File: config.mk
export PLATFORM = sky130hd
export DESIGN_NAME = hssc_top
export DESIGN_NICKNAME = d
export VERILOG_FILES = /design/src/hssc_pkg.sv /design/src/hssc_pwm.sv /design/src/hssc_frame.sv /design/src/hssc_top.sv
export SDC_FILE = /design/constraint.sdc
export NUM_CORES = 1
export LEC_CHECK = 0
export BUFFER_PORTS_ARGS = -buffer_cell sky130_fd_sc_hd__buf_2
export CORE_MARGIN = 3
export CORE_UTILIZATION = 35
export CTS_CLUSTER_DIAMETER = 30
export DETAILED_ROUTE_END_ITERATION = 10
export GPL_TIMING_DRIVEN = 1
export PLACE_DENSITY = 0.56
export SLEW_MARGIN = 0
export SYNTH_ARGS = -nofsm -noshare
export SYNTH_HDL_FRONTEND = slang
export SYNTH_SLANG_ARGS = --single-unit
File: constraint.sdc
create_clock -name core_clk -period 3.4 [get_ports core_clk]
set_clock_uncertainty 0.2 [all_clocks]
set_input_delay 0.51 -clock core_clk [delete_from_list [all_inputs] [get_ports core_clk]]
set_output_delay 0.51 -clock core_clk [all_outputs]
set_load 0.01 [all_outputs]
File: src/hssc_pkg.sv
package hssc_pkg;
   localparam logic [6:0] ADDR_SHUTDOWN = 7'h10;
   localparam logic [6:0] ADDR_SRC_A = 7'h14;
   localparam logic [6:0] ADDR_SRC_B = 7'h15;
   localparam logic [6:0] ADDR_PIN_CFG = 7'h17;
   localparam logic [6:0] ADDR_PWM_ONE = 7'h18;
   localparam int BIT_OV_DIS = 6;
   localparam int BIT_UV_DIS = 5;
   localparam int BIT_REC_EN = 4;
   localparam logic [7:0] SHUTDOWN_MASK = 8'h70;
   localparam logic [7:0] SRC_MASK = 8'h77;
   localparam logic [7:0] RESET_VALUE = 8'h00;
   localparam int SRC_LO = 0;
   localparam int SRC_HI = 4;
   localparam int FRAME_BITS = 16;
   localparam int WRITE_BIT = 8;
   localparam logic [7:0] PWM_FULL = 8'hFF;
   localparam logic [7:0] PWM_TOP = 8'hFE;
   localparam int PWM_PRESCALE = 1960;
   localparam int PWM_PRE_W = 11;
   localparam int FAIL_PERIOD = 1000000;
   localparam int FAIL_DIV_20 = 5;
   localparam int FAIL_DIV_10 = 10;
   localparam int FAIL_DIV_5 = 20;
   localparam int FAIL_DIV_2P5 = 40;

   typedef enum logic [2:0] {
      SRC_OFF = 3'h0, SRC_ON = 3'h1, SRC_TMR1 = 3'h2, SRC_TMR2 = 3'h3,
      SRC_PWM1 = 3'h4, SRC_PWM2 = 3'h5
   } hssc_src_e;

   typedef enum logic [1:0] {
      FR_IDLE = 2'b00, FR_SHIFT = 2'b01, FR_DONE = 2'b11
   } hssc_frame_e;

   typedef struct packed {
      logic overvoltage;
      logic undervoltage;
      logic [3:0] overcurrent;
      logic [3:0] overtemp;
   } hssc_fault_s;

   typedef struct packed {
      logic cyclic_timer_one;
      logic cyclic_timer_two;
      logic pwm_two;
   } hssc_gen_s;
endpackage

File: src/hssc_pwm.sv
`timescale 1ns/1ns
module hssc_pwm #(
   parameter int PRESCALE = hssc_pkg::PWM_PRESCALE
) (
   input wire logic core_clk,
   input wire logic reset_n,
   input wire logic [7:0] duty,
   output logic pwm_out
);
   typedef struct packed {
      logic [hssc_pkg::PWM_PRE_W-1:0] pre;
      logic [7:0] phase;
      logic out;
   } hssc_pwm_s;
   hssc_pwm_s st_reg, st_next;

   always_comb begin
      st_next = st_reg;
      if (st_reg.pre == hssc_pkg::PWM_PRE_W'(PRESCALE - 1)) begin
         st_next.pre = '0;
         st_next.phase = (st_reg.phase == hssc_pkg::PWM_TOP) ?
            8'h00 : st_reg.phase + 8'h01;
      end else begin
         st_next.pre = st_reg.pre + 1'b1;
      end
      st_next.out = (duty == hssc_pkg::PWM_FULL) ? 1'b1 :
                    (st_next.phase < duty);
   end

   always_ff @(posedge core_clk) begin
      if (!reset_n) st_reg <= '0;
      else st_reg <= st_next;
   end
   assign pwm_out = st_reg.out;

   chk_pwm_zero_off: assert property (@(posedge core_clk) disable iff
      (!reset_n) (duty == 8'h00) [*2] |-> !pwm_out)
      else $error("pwm on with zero duty");
endmodule // hssc_pwm

File: src/hssc_frame.sv
`timescale 1ns/1ns
module hssc_frame (
   input wire logic core_clk,
   input wire logic reset_n,
   input wire logic frame_sel_n,
   input wire logic frame_sck,
   input wire logic frame_sdi,
   output logic frame_done,
   output logic [15:0] frame_word
);
   typedef struct packed {
      hssc_pkg::hssc_frame_e state;
      logic sck_d;
      logic [4:0] count;
      logic [15:0] shift;
      logic done;
   } hssc_frame_s;
   hssc_frame_s st_reg, st_next;

   always_comb begin
      st_next = st_reg;
      st_next.sck_d = frame_sck;
      st_next.done = 1'b0;
      case (st_reg.state)
         hssc_pkg::FR_IDLE: begin
            st_next.count = '0;
            if (!frame_sel_n) st_next.state = hssc_pkg::FR_SHIFT;
         end
         hssc_pkg::FR_SHIFT: begin
            if (frame_sck && !st_reg.sck_d) begin
               st_next.shift = {st_reg.shift[14:0], frame_sdi};
               st_next.count = st_reg.count + 5'd1;
            end
            if (frame_sel_n) begin
               st_next.state = hssc_pkg::FR_DONE;
               st_next.done = (st_reg.count == 5'(hssc_pkg::FRAME_BITS));
            end
         end
         hssc_pkg::FR_DONE: st_next.state = hssc_pkg::FR_IDLE;
         default: st_next.state = hssc_pkg::FR_IDLE;
      endcase
   end

   always_ff @(posedge core_clk) begin
      if (!reset_n) st_reg <= '0;
      else st_reg <= st_next;
   end
   assign frame_done = st_reg.done;
   assign frame_word = st_reg.shift;
endmodule // hssc_frame

File: src/hssc_top.sv
`timescale 1ns/1ns
// Behaviour
// - Shutdown bit 6 set suppresses overvoltage switch-off.
// - Shutdown bit 5 set suppresses undervoltage switch-off.
// - Shutdown bit 4 restores prior switch state after supply fault.
// - Reserved bits always read zero.
// - Three-bit source code selects off, on, timers or PWMs.
// - Source register A holds switches one and two.
// - Source register B holds switches three and four.
// - Overcurrent or overtemperature clears that switch source.
// - Pin config bits 7:6 choose fail output duty.
// - Pin fields select fail output, off, wake, low or high drive.
// - PWM one duty: zero off, all ones on, else value/255.
// - Power-on or soft reset zeroes all five registers.
// - Restart clears both source registers.
// - Restart keeps pin config and PWM one duty.
// - Restart keeps shutdown bits 6:4 and clears others.
// - Access is one 16-bit frame: address, mode, data.
module hssc_top #(
   parameter int PWM_PRESCALE = hssc_pkg::PWM_PRESCALE,
   parameter int FAIL_PERIOD = hssc_pkg::FAIL_PERIOD
) (
   input wire logic core_clk,
   input wire logic reset_n,
   input wire logic soft_reset,
   input wire logic restart_entry,
   input wire logic frame_sel_n,
   input wire logic frame_sck,
   input wire logic frame_sdi,
   input wire hssc_pkg::hssc_fault_s fault,
   input wire hssc_pkg::hssc_gen_s gen,
   input wire logic fail_active,
   output logic [7:0] read_data,
   output logic read_valid,
   output logic [3:0] switch_on,
   output logic [1:0] pin_high_drive,
   output logic [1:0] pin_low_drive,
   output logic [1:0] pin_wake_enable,
   output logic [1:0] pin_fail_active,
   output logic [7:0] pwm_one_duty
);
   typedef struct packed {
      logic [7:0] shutdown;
      logic [7:0] src_a;
      logic [7:0] src_b;
      logic [7:0] pin_cfg;
      logic [7:0] pwm_duty;
      logic [15:0] saved_src;
      logic supply_off_d;
      logic [7:0] rdata;
      logic rvalid;
      logic [3:0] sw;
      logic [1:0] hi;
      logic [1:0] lo;
      logic [1:0] wake;
      logic [1:0] fo;
      logic [19:0] fail_cnt;
   } hssc_top_s;
   hssc_top_s st_reg, st_next;

   logic frame_done;
   logic [15:0] frame_word;
   logic pwm_one_out;
   logic [11:0] src_all;
   logic [3:0] gen_level;
   logic [3:0] hw_clear;
   logic ov_off;
   logic uv_off;
   logic supply_off;
   logic [19:0] fail_on_len;
   logic fail_wave;

   hssc_frame u_frame (
      .core_clk(core_clk),
      .reset_n(reset_n),
      .frame_sel_n(frame_sel_n),
      .frame_sck(frame_sck),
      .frame_sdi(frame_sdi),
      .frame_done(frame_done),
      .frame_word(frame_word)
   );

   hssc_pwm #(.PRESCALE(PWM_PRESCALE)) u_pwm_one (
      .core_clk(core_clk),
      .reset_n(reset_n),
      .duty(st_reg.pwm_duty),
      .pwm_out(pwm_one_out)
   );

   function automatic logic src_level(input logic [2:0] code,
      input hssc_pkg::hssc_gen_s g, input logic p1);
      case (code)
         hssc_pkg::SRC_ON: src_level = 1'b1;
         hssc_pkg::SRC_TMR1: src_level = g.cyclic_timer_one;
         hssc_pkg::SRC_TMR2: src_level = g.cyclic_timer_two;
         hssc_pkg::SRC_PWM1: src_level = p1;
         hssc_pkg::SRC_PWM2: src_level = g.pwm_two;
         default: src_level = 1'b0;
      endcase
   endfunction

   function automatic logic [1:0] pin_mode(input logic [2:0] code);
      pin_mode = code[1:0];
   endfunction

   assign src_all = {st_reg.src_b[6:4], st_reg.src_b[2:0],
                     st_reg.src_a[6:4], st_reg.src_a[2:0]};

   genvar gi;
   generate
      for (gi = 0; gi < 4; gi++) begin : g_sw
         assign gen_level[gi] = src_level(src_all[gi*3 +: 3], gen,
                                          pwm_one_out);
         assign hw_clear[gi] = fault.overcurrent[gi] | fault.overtemp[gi];
      end
   endgenerate

   assign ov_off = fault.overvoltage &
                   !st_reg.shutdown[hssc_pkg::BIT_OV_DIS];
   assign uv_off = fault.undervoltage &
                   !st_reg.shutdown[hssc_pkg::BIT_UV_DIS];
   assign supply_off = ov_off | uv_off;

   always_comb begin
      case (st_reg.pin_cfg[7:6])
         2'b00: fail_on_len = 20'(FAIL_PERIOD / hssc_pkg::FAIL_DIV_20);
         2'b01: fail_on_len = 20'(FAIL_PERIOD / hssc_pkg::FAIL_DIV_10);
         2'b10: fail_on_len = 20'(FAIL_PERIOD / hssc_pkg::FAIL_DIV_5);
         default: fail_on_len = 20'(FAIL_PERIOD / hssc_pkg::FAIL_DIV_2P5);
      endcase
   end
   assign fail_wave = fail_active & (st_reg.fail_cnt < fail_on_len);

   always_comb begin
      logic [6:0] addr;
      logic wr;
      logic [7:0] wdata;
      logic [15:0] src_next;
      addr = frame_word[15:9];
      wr = frame_word[hssc_pkg::WRITE_BIT];
      wdata = frame_word[7:0];
      src_next = '0;
      st_next = st_reg;
      st_next.rvalid = 1'b0;
      st_next.supply_off_d = supply_off;
      st_next.fail_cnt = (st_reg.fail_cnt == 20'(FAIL_PERIOD - 1)) ?
                         '0 : st_reg.fail_cnt + 20'd1;
      if (frame_done) begin
         if (wr) begin
            case (addr)
               hssc_pkg::ADDR_SHUTDOWN:
                  st_next.shutdown = wdata & hssc_pkg::SHUTDOWN_MASK;
               hssc_pkg::ADDR_SRC_A:
                  st_next.src_a = wdata & hssc_pkg::SRC_MASK;
               hssc_pkg::ADDR_SRC_B:
                  st_next.src_b = wdata & hssc_pkg::SRC_MASK;
               hssc_pkg::ADDR_PIN_CFG: st_next.pin_cfg = wdata;
               hssc_pkg::ADDR_PWM_ONE: st_next.pwm_duty = wdata;
               default: ;
            endcase
         end
         case (addr)
            hssc_pkg::ADDR_SHUTDOWN: st_next.rdata = st_next.shutdown;
            hssc_pkg::ADDR_SRC_A: st_next.rdata = st_next.src_a;
            hssc_pkg::ADDR_SRC_B: st_next.rdata = st_next.src_b;
            hssc_pkg::ADDR_PIN_CFG: st_next.rdata = st_next.pin_cfg;
            hssc_pkg::ADDR_PWM_ONE: st_next.rdata = st_next.pwm_duty;
            default: st_next.rdata = hssc_pkg::RESET_VALUE;
         endcase
         st_next.rvalid = 1'b1;
      end
      if (supply_off && !st_reg.supply_off_d)
         st_next.saved_src = {st_next.src_b, st_next.src_a};
      if (supply_off) begin
         st_next.src_a = hssc_pkg::RESET_VALUE;
         st_next.src_b = hssc_pkg::RESET_VALUE;
      end
      if (!supply_off && st_reg.supply_off_d &&
          st_reg.shutdown[hssc_pkg::BIT_REC_EN]) begin
         st_next.src_a = st_reg.saved_src[7:0];
         st_next.src_b = st_reg.saved_src[15:8];
      end
      for (int i = 0; i < 4; i++) begin
         if (hw_clear[i]) begin
            src_next = {st_next.src_b, st_next.src_a};
            src_next[(i/2)*8 + (i%2)*hssc_pkg::SRC_HI +: 3] = 3'h0;
            st_next.src_a = src_next[7:0];
            st_next.src_b = src_next[15:8];
         end
      end
      if (restart_entry) begin
         st_next.src_a = hssc_pkg::RESET_VALUE;
         st_next.src_b = hssc_pkg::RESET_VALUE;
         st_next.shutdown = st_reg.shutdown & hssc_pkg::SHUTDOWN_MASK;
         st_next.pin_cfg = st_reg.pin_cfg;
         st_next.pwm_duty = st_reg.pwm_duty;
      end
      st_next.sw = supply_off ? 4'h0 : gen_level;
      for (int p = 0; p < 2; p++) begin
         logic [2:0] c;
         c = st_reg.pin_cfg[p*3 +: 3];
         st_next.hi[p] = (c == 3'h7);
         st_next.lo[p] = (c == 3'h6);
         st_next.wake[p] = (c == 3'h5);
         st_next.fo[p] = !c[2] & fail_wave & (pin_mode(c) <= 2'h3);
      end
   end

   always_ff @(posedge core_clk) begin
      if (!reset_n || soft_reset) st_reg <= '0;
      else st_reg <= st_next;
   end

   assign read_data = st_reg.rdata;
   assign read_valid = st_reg.rvalid;
   assign switch_on = st_reg.sw;
   assign pin_high_drive = st_reg.hi;
   assign pin_low_drive = st_reg.lo;
   assign pin_wake_enable = st_reg.wake;
   assign pin_fail_active = st_reg.fo;
   assign pwm_one_duty = st_reg.pwm_duty;

   chk_reserved_zero: assert property (@(posedge core_clk) disable iff
      (!reset_n) st_reg.shutdown[7] == 1'b0 && st_reg.shutdown[3:0] == 4'h0
      && st_reg.src_a[7] == 1'b0 && st_reg.src_b[3] == 1'b0)
      else $error("reserved bit set");
   chk_ov_shutdown: assert property (@(posedge core_clk) disable iff
      (!reset_n) fault.overvoltage && !st_reg.shutdown[6] |=> switch_on == 0)
      else $error("switch on in overvoltage");
   chk_uv_shutdown: assert property (@(posedge core_clk) disable iff
      (!reset_n) fault.undervoltage && !st_reg.shutdown[5] |=> switch_on == 0)
      else $error("switch on in undervoltage");
   chk_fault_clear: assert property (@(posedge core_clk) disable iff
      (!reset_n || soft_reset) fault.overcurrent[0] |=> st_reg.src_a[2:0] == 0)
      else $error("source not cleared");
   chk_restart_clear: assert property (@(posedge core_clk) disable iff
      (!reset_n || soft_reset) restart_entry |=> st_reg.src_a == 0 &&
      st_reg.src_b == 0 && st_reg.pwm_duty == $past(st_reg.pwm_duty))
      else $error("restart mishandled");
   chk_restart_shut: assert property (@(posedge core_clk) disable iff
      (!reset_n || soft_reset) restart_entry |=>
      st_reg.shutdown == ($past(st_reg.shutdown) & 8'h70))
      else $error("restart shutdown wrong");
   chk_pin_keep: assert property (@(posedge core_clk) disable iff
      (!reset_n || soft_reset) restart_entry |=>
      st_reg.pin_cfg == $past(st_reg.pin_cfg))
      else $error("pin config lost");
   chk_soft_reset: assert property (@(posedge core_clk) disable iff
      (!reset_n) soft_reset |=> st_reg.shutdown == 0 && st_reg.pin_cfg == 0
      && pwm_one_duty == 0) else $error("soft reset failed");
   chk_on_source: assert property (@(posedge core_clk) disable iff
      (!reset_n) st_reg.src_a[2:0] == 3'h1 && !supply_off |=> switch_on[0])
      else $error("on source not driven");
   chk_reserved_code: assert property (@(posedge core_clk) disable iff
      (!reset_n) st_reg.src_a[2:1] == 2'b11 |=> !switch_on[0])
      else $error("reserved code drives");
   cov_write_frame: cover property (@(posedge core_clk) frame_done &&
      frame_word[8]);
   cov_recover: cover property (@(posedge core_clk) $fell(supply_off) &&
      st_reg.shutdown[4]);
   cov_pwm_switch: cover property (@(posedge core_clk) switch_on[0] &&
      st_reg.src_a[2:0] == 3'h4);
endmodule // hssc_top

# Word level (Yosys, flattened, before mapping)
# Cells that the tools add are included.
[word_totals]
word_cells = 142
ff_bits = 143
[op_classes]
n_mux = 27
n_reduce_logical = 26
add_sub_neg = 4
n_lt_le_gt_ge = 4
n_eq_ne = 42
n_bitwise = 14
[ops]
columns = ["operator", "count"]
rows = [
  ["two-way mux 8 bit", 7],
  ["one-hot mux 18 bit (3 select lines)", 1],
  ["== test 3 bit (second input constant)", 14],
  ["two-way mux 40 bit", 1],
  ["one-hot mux 8 bit (5 select lines)", 1],
  ["== test 7 x 5 -> 1 bit (second input constant)", 5],
  ["two-way mux 16 bit", 2],
  ["two-way mux 32 bit", 1],
  ["== test 3 x 2 -> 1 bit (second input constant)", 8],
  ["two-way mux 21 bit", 1],
  ["adder 20 x 1 -> 20 bit (second input constant)", 1],
  ["== test 20 bit (second input constant)", 1],
  ["less-than comparator 20 bit", 1],
  ["one-hot mux 1 bit (5 select lines)", 4],
  ["== test 8 bit (second input constant)", 2],
  ["two-way mux 15 bit", 1],
  ["== test 3 x 1 -> 1 bit (second input constant)", 4],
  ["adder 11 x 1 -> 11 bit (second input constant)", 1],
  ["== test 11 bit (second input constant)", 1],
  ["two-way mux 11 bit", 1],
  ["one-hot mux 5 bit (2 select lines)", 1],
  ["adder 8 x 1 -> 8 bit (second input constant)", 1],
  ["zero test 1 bit", 8],
  ["less-than comparator 8 bit", 1],
  ["other kinds (22)", 48],
]

# Depth between registers and ports, before layout
[depth]
ltp_word = 10
depth_mapped = 11
depth_no_buf = 11

# By module
# From an unflattened synthesis, not the netlist that was laid out.
[unflattened]
cells_unflattened = 859
hier_area_um2 = 7224.4
[by_module_without_submodules]
columns = ["module", "area_each_um2", "cells_each", "instances", "seq_area_each_um2"]
rows = [
  ["hssc_top", 4987.3, 590, 1, 1961.9],
  ["hssc_pwm", 1162.4, 140, 1, 400.4],
  ["hssc_frame", 1074.8, 129, 1, 500.5],
]

# Least setup slack after synthesis
# Ideal clock, no wire load.
[synth_timing]
kind = "reg2reg"
from = "register u_pwm_one.st_reg[9] in the netlist's numbering"
to = "register u_pwm_one.st_reg, in the netlist u_pwm_one.pwm_out"
required_ns = 3.071
path_stages_with_launch = 12
period_less_slack_ns = 2.637
setup_slack_ns = 0.763
t_arrival_ns = 2.308
setup_time_ns = 0.129
cell_sequence = "dfxtp_1 -> ha_1 -> nand4_2 -> or3_1 -> buf_2 -> nor4_1 -> nor2_1 -> ha_1 -> nand2_1 -> o211a_1 -> nand2_1 -> o211ai_1"
[synth_lines]
columns = ["element", "line_no", "text"]
rows = [
  ["start, declared", "hssc_pwm.sv:15", "hssc_pwm_s st_reg, st_next;"],
  ["start signal, assigned", "hssc_pwm.sv:32", "else st_reg <= st_next;"],
]

==> impl_metrics.csv <==
group,metric,value,unit
clocking,cts_tree,"built",
flow_run,max-cap-violations,0,
synth,synth_area_leader_cell,"dfxtp_1",
place,io_buffers,49,
synth,netlist_area,0.007357,mm2
sta,hold_violations,0,
synth,yosysMostFrequentCell,"dfxtp_1",
final_layout,largest_reg_flops,57,
grt,grt_pass1_wl,30350,um
critical_path,worstPathMaxFanout,6,
hold_path,hold_class,"in -> reg",
clocking,cts_htree_levels,4,
route,vias,6159,
clocking,clkSinkCount,143,
synth,synth_edf_count,0,
power_and_ir_drop,p_leak,2.982,nW
sta,rsz0062_at_grt,"false",
route,ant_nets,0,
place,hpwlAfterDp,13480,um
power_and_ir_drop,ir_drop,0.0002994,V
grt,antenna_found_initial,2,
clocking,ctsHoldBuffers,0,
final_layout,nFillCells,2089,
place,gp_congestion,0.8247,
critical_path,critPathKind,"reg -> reg",
route,drc,0,
die,coreArea,0.02043,mm2
clocking,root_buffer,"clkbuf_16",
clocking,cts.reportedPaths.clkPinSlew,0.06,ns
grt,overflow,0,
sta,maxSlewViolCount,0,
critical_path,timing.rr.start,"u_pwm_one.st_reg[9]$_SDFF_PP0_",
route,drt-pass1-iter-count,5,
die,die-area,0.02280,mm2
synth,synth_top_area_share,38.91,%
synth,ys_top_cells_by_area,"dfxtp_1, ha_1, a21oi_1",
die,die_w,151.0,um
die,ios,50,
clocking,cts_setup_buffers,0,
sta,fmax,343.5,MHz
sta,tightest_slew,0.9062,ns
die,initial_core_util,36.01,%
synth,syn_nets,906,
synth,synthFlopType,"dfxtp_1",
synth,syn_inst,854,
outcome,status,"finished clean",
route,routed_via_density,5.384,
final_layout,area_growth_syn_to_layout,10.90,%
clocking,cts.path.max_buffers,2,
critical_path,cp_data_required_time,3.55,ns
sta,relSlewSlack,39.24,%
final_layout,drive_gt1_share,13.63,%
synth,synth_common_cells,"dfxtp_1, a21oi_1, nor2_1",
critical_path,crit_arrival,3.06,ns
critical_path,cp-end-kind,"flop",
synth,synthArstFlopShare,0,%
sta,fin_crit_sh,85.62,%
sta,setup-violations-final,0,
grt,grt_max_degree,36,
critical_path,crit_path_start_kind,"flop",
grt,grt_usage,16.88,%
grt,grt_pass1_vias,5794,
final_layout,num-nets-final,913,
route,wl_per_cell,16.40,um
synth,yosys_register_bits,143,
sta,hold_ws,0.08864,ns
route,routed_wl,18760,um
power_and_ir_drop,power_density,432.4,mW/mm2
clocking,clk_latency,0.42,ns
route,first_iter_violations,483,
hold_path,min_from,"frame_sel_n",
sta,fin_crit,2.911,ns
synth,yosys_warnings,0,
critical_path,startpoint,"u_pwm_one.st_reg[9]$_SDFF_PP0_",
sta,setup_tns,0,ns
synth,syn_avg_cell_area,8.615,um2
synth,ys_types,81,
die,rows,52,
die,die_h,151.0,um
clocking,numCtsBuffers,17,
synth,seq_area_frac_synth,38.91,%
clocking,cts_resized,0,
critical path, stage by stage (launching register included):
cell	delay, ns
dfxtp_1	0.42
ha_1	0.29
nand4_2	0.15
nor3_1	0.48
a41oi_1	0.21
a31oi_1	0.21
ha_1	0.29
a22oi_1	0.20
o211a_1	0.19
nand2_1	0.05
o211ai_1	0.13
cell usage in the layout, fill, tap and decap left out, types with 5 or more instances in the layout:
cell type,synthesis,final
nor3_1,9,8
inv_1,33,33
nand4_1,11,11
clkinvlp_4,0,5
clkbuf_16,0,17
nor4_1,7,7
and3_1,7,7
o21ai_0,31,31
o2bb2ai_1,8,8
nand3b_1,5,5
or4_1,5,5
o211ai_1,8,8
a21oi_1,77,77
nand3_1,35,35
or3_1,9,9
a211oi_1,20,20
a21o_1,5,5
mux2i_1,32,32
nand2b_1,9,9
xor2_1,12,12
nor2_1,76,76
nand2_1,75,75
ha_1,31,31
and2_1,9,9
buf_4,29,11
dfxtp_1,143,143
nor2b_1,9,9
a32o_1,5,5
a311oi_1,6,6
mux2_2,6,6
buf_2,10,49
o22ai_1,5,5
xnor2_1,8,8
where the power goes:
group          internal (mW)  switching [mW]  total, mW
clock network          0.972           0.743       1.71
registers               1.69          0.0129       1.70
logic                 0.0354          0.0745      0.110
stage by stage:
stage	utilization, %	power [mW]	instance area (um2)	worst slack (ns)	cells
2_1_floorplan	-	1.811	7357	0.7627	854
3_3_place_gp	37.27	1.851	7614	0.5029	1112
3_5_place_dp	37.27	1.851	7614	0.5130	1112
4_1_cts	39.93	3.571	8157	0.4828	1143
5_1_grt	39.94	3.641	8159	0.2168	1144
6_report	39.94	3.528	8159	0.4889	1144
cells by family (layout without fill, tap and decap cells):
family / after synthesis / count (layout) / synth area share (%)
simple gates: 306 / 306 / 22.11
compound gates: 209 / 209 / 18.64
flops: 143 / 143 / 38.91
buf+inv: 107 / 126 / 7.415
mux: 38 / 38 / 5.272
fa+ha+maj: 31 / 31 / 5.272
xor+xnor: 20 / 20 / 2.381
other cells: 0 / 1 / 0
final timing paths:
check	to	slack (ns)	depth (start not counted)
max	u_pwm_one.pwm_out$_SDFF_PN0_	0.49	10
min	u_frame.st_reg[23]$_SDFFE_PN0P_	0.09	2
max reg2reg	u_pwm_one.pwm_out$_SDFF_PN0_	0.49	10
min reg2reg	src_all[6]$_SDFF_PP0_	0.25	2
area by class of cell:
type / instances / area, um2 / area share, %
tap: 270 / 337.8 / 4.140
multi-input combinational: 604 / 3954 / 48.46
clock buffer: 20 / 456.7 / 5.597
antenna: 1 / 2.502 / 0.03067
inverter: 35 / 131.4 / 1.610
timing repair buffer: 60 / 327.8 / 4.018
clock inverter: 11 / 86.33 / 1.058
sequential: 143 / 2863 / 35.09
per-layer routing:
| metal | GRT usage (%) | part of all wire, % |
|---|---|---|
| met1 | 21.91 | 46 |
| met2 | 27.80 | 48 |
| met5 | 0 | 0.037 |
| met4 | 5.802 | 2.0 |
| met3 | 3.651 | 4.4 |
Power figures use the tool's default switching activity.
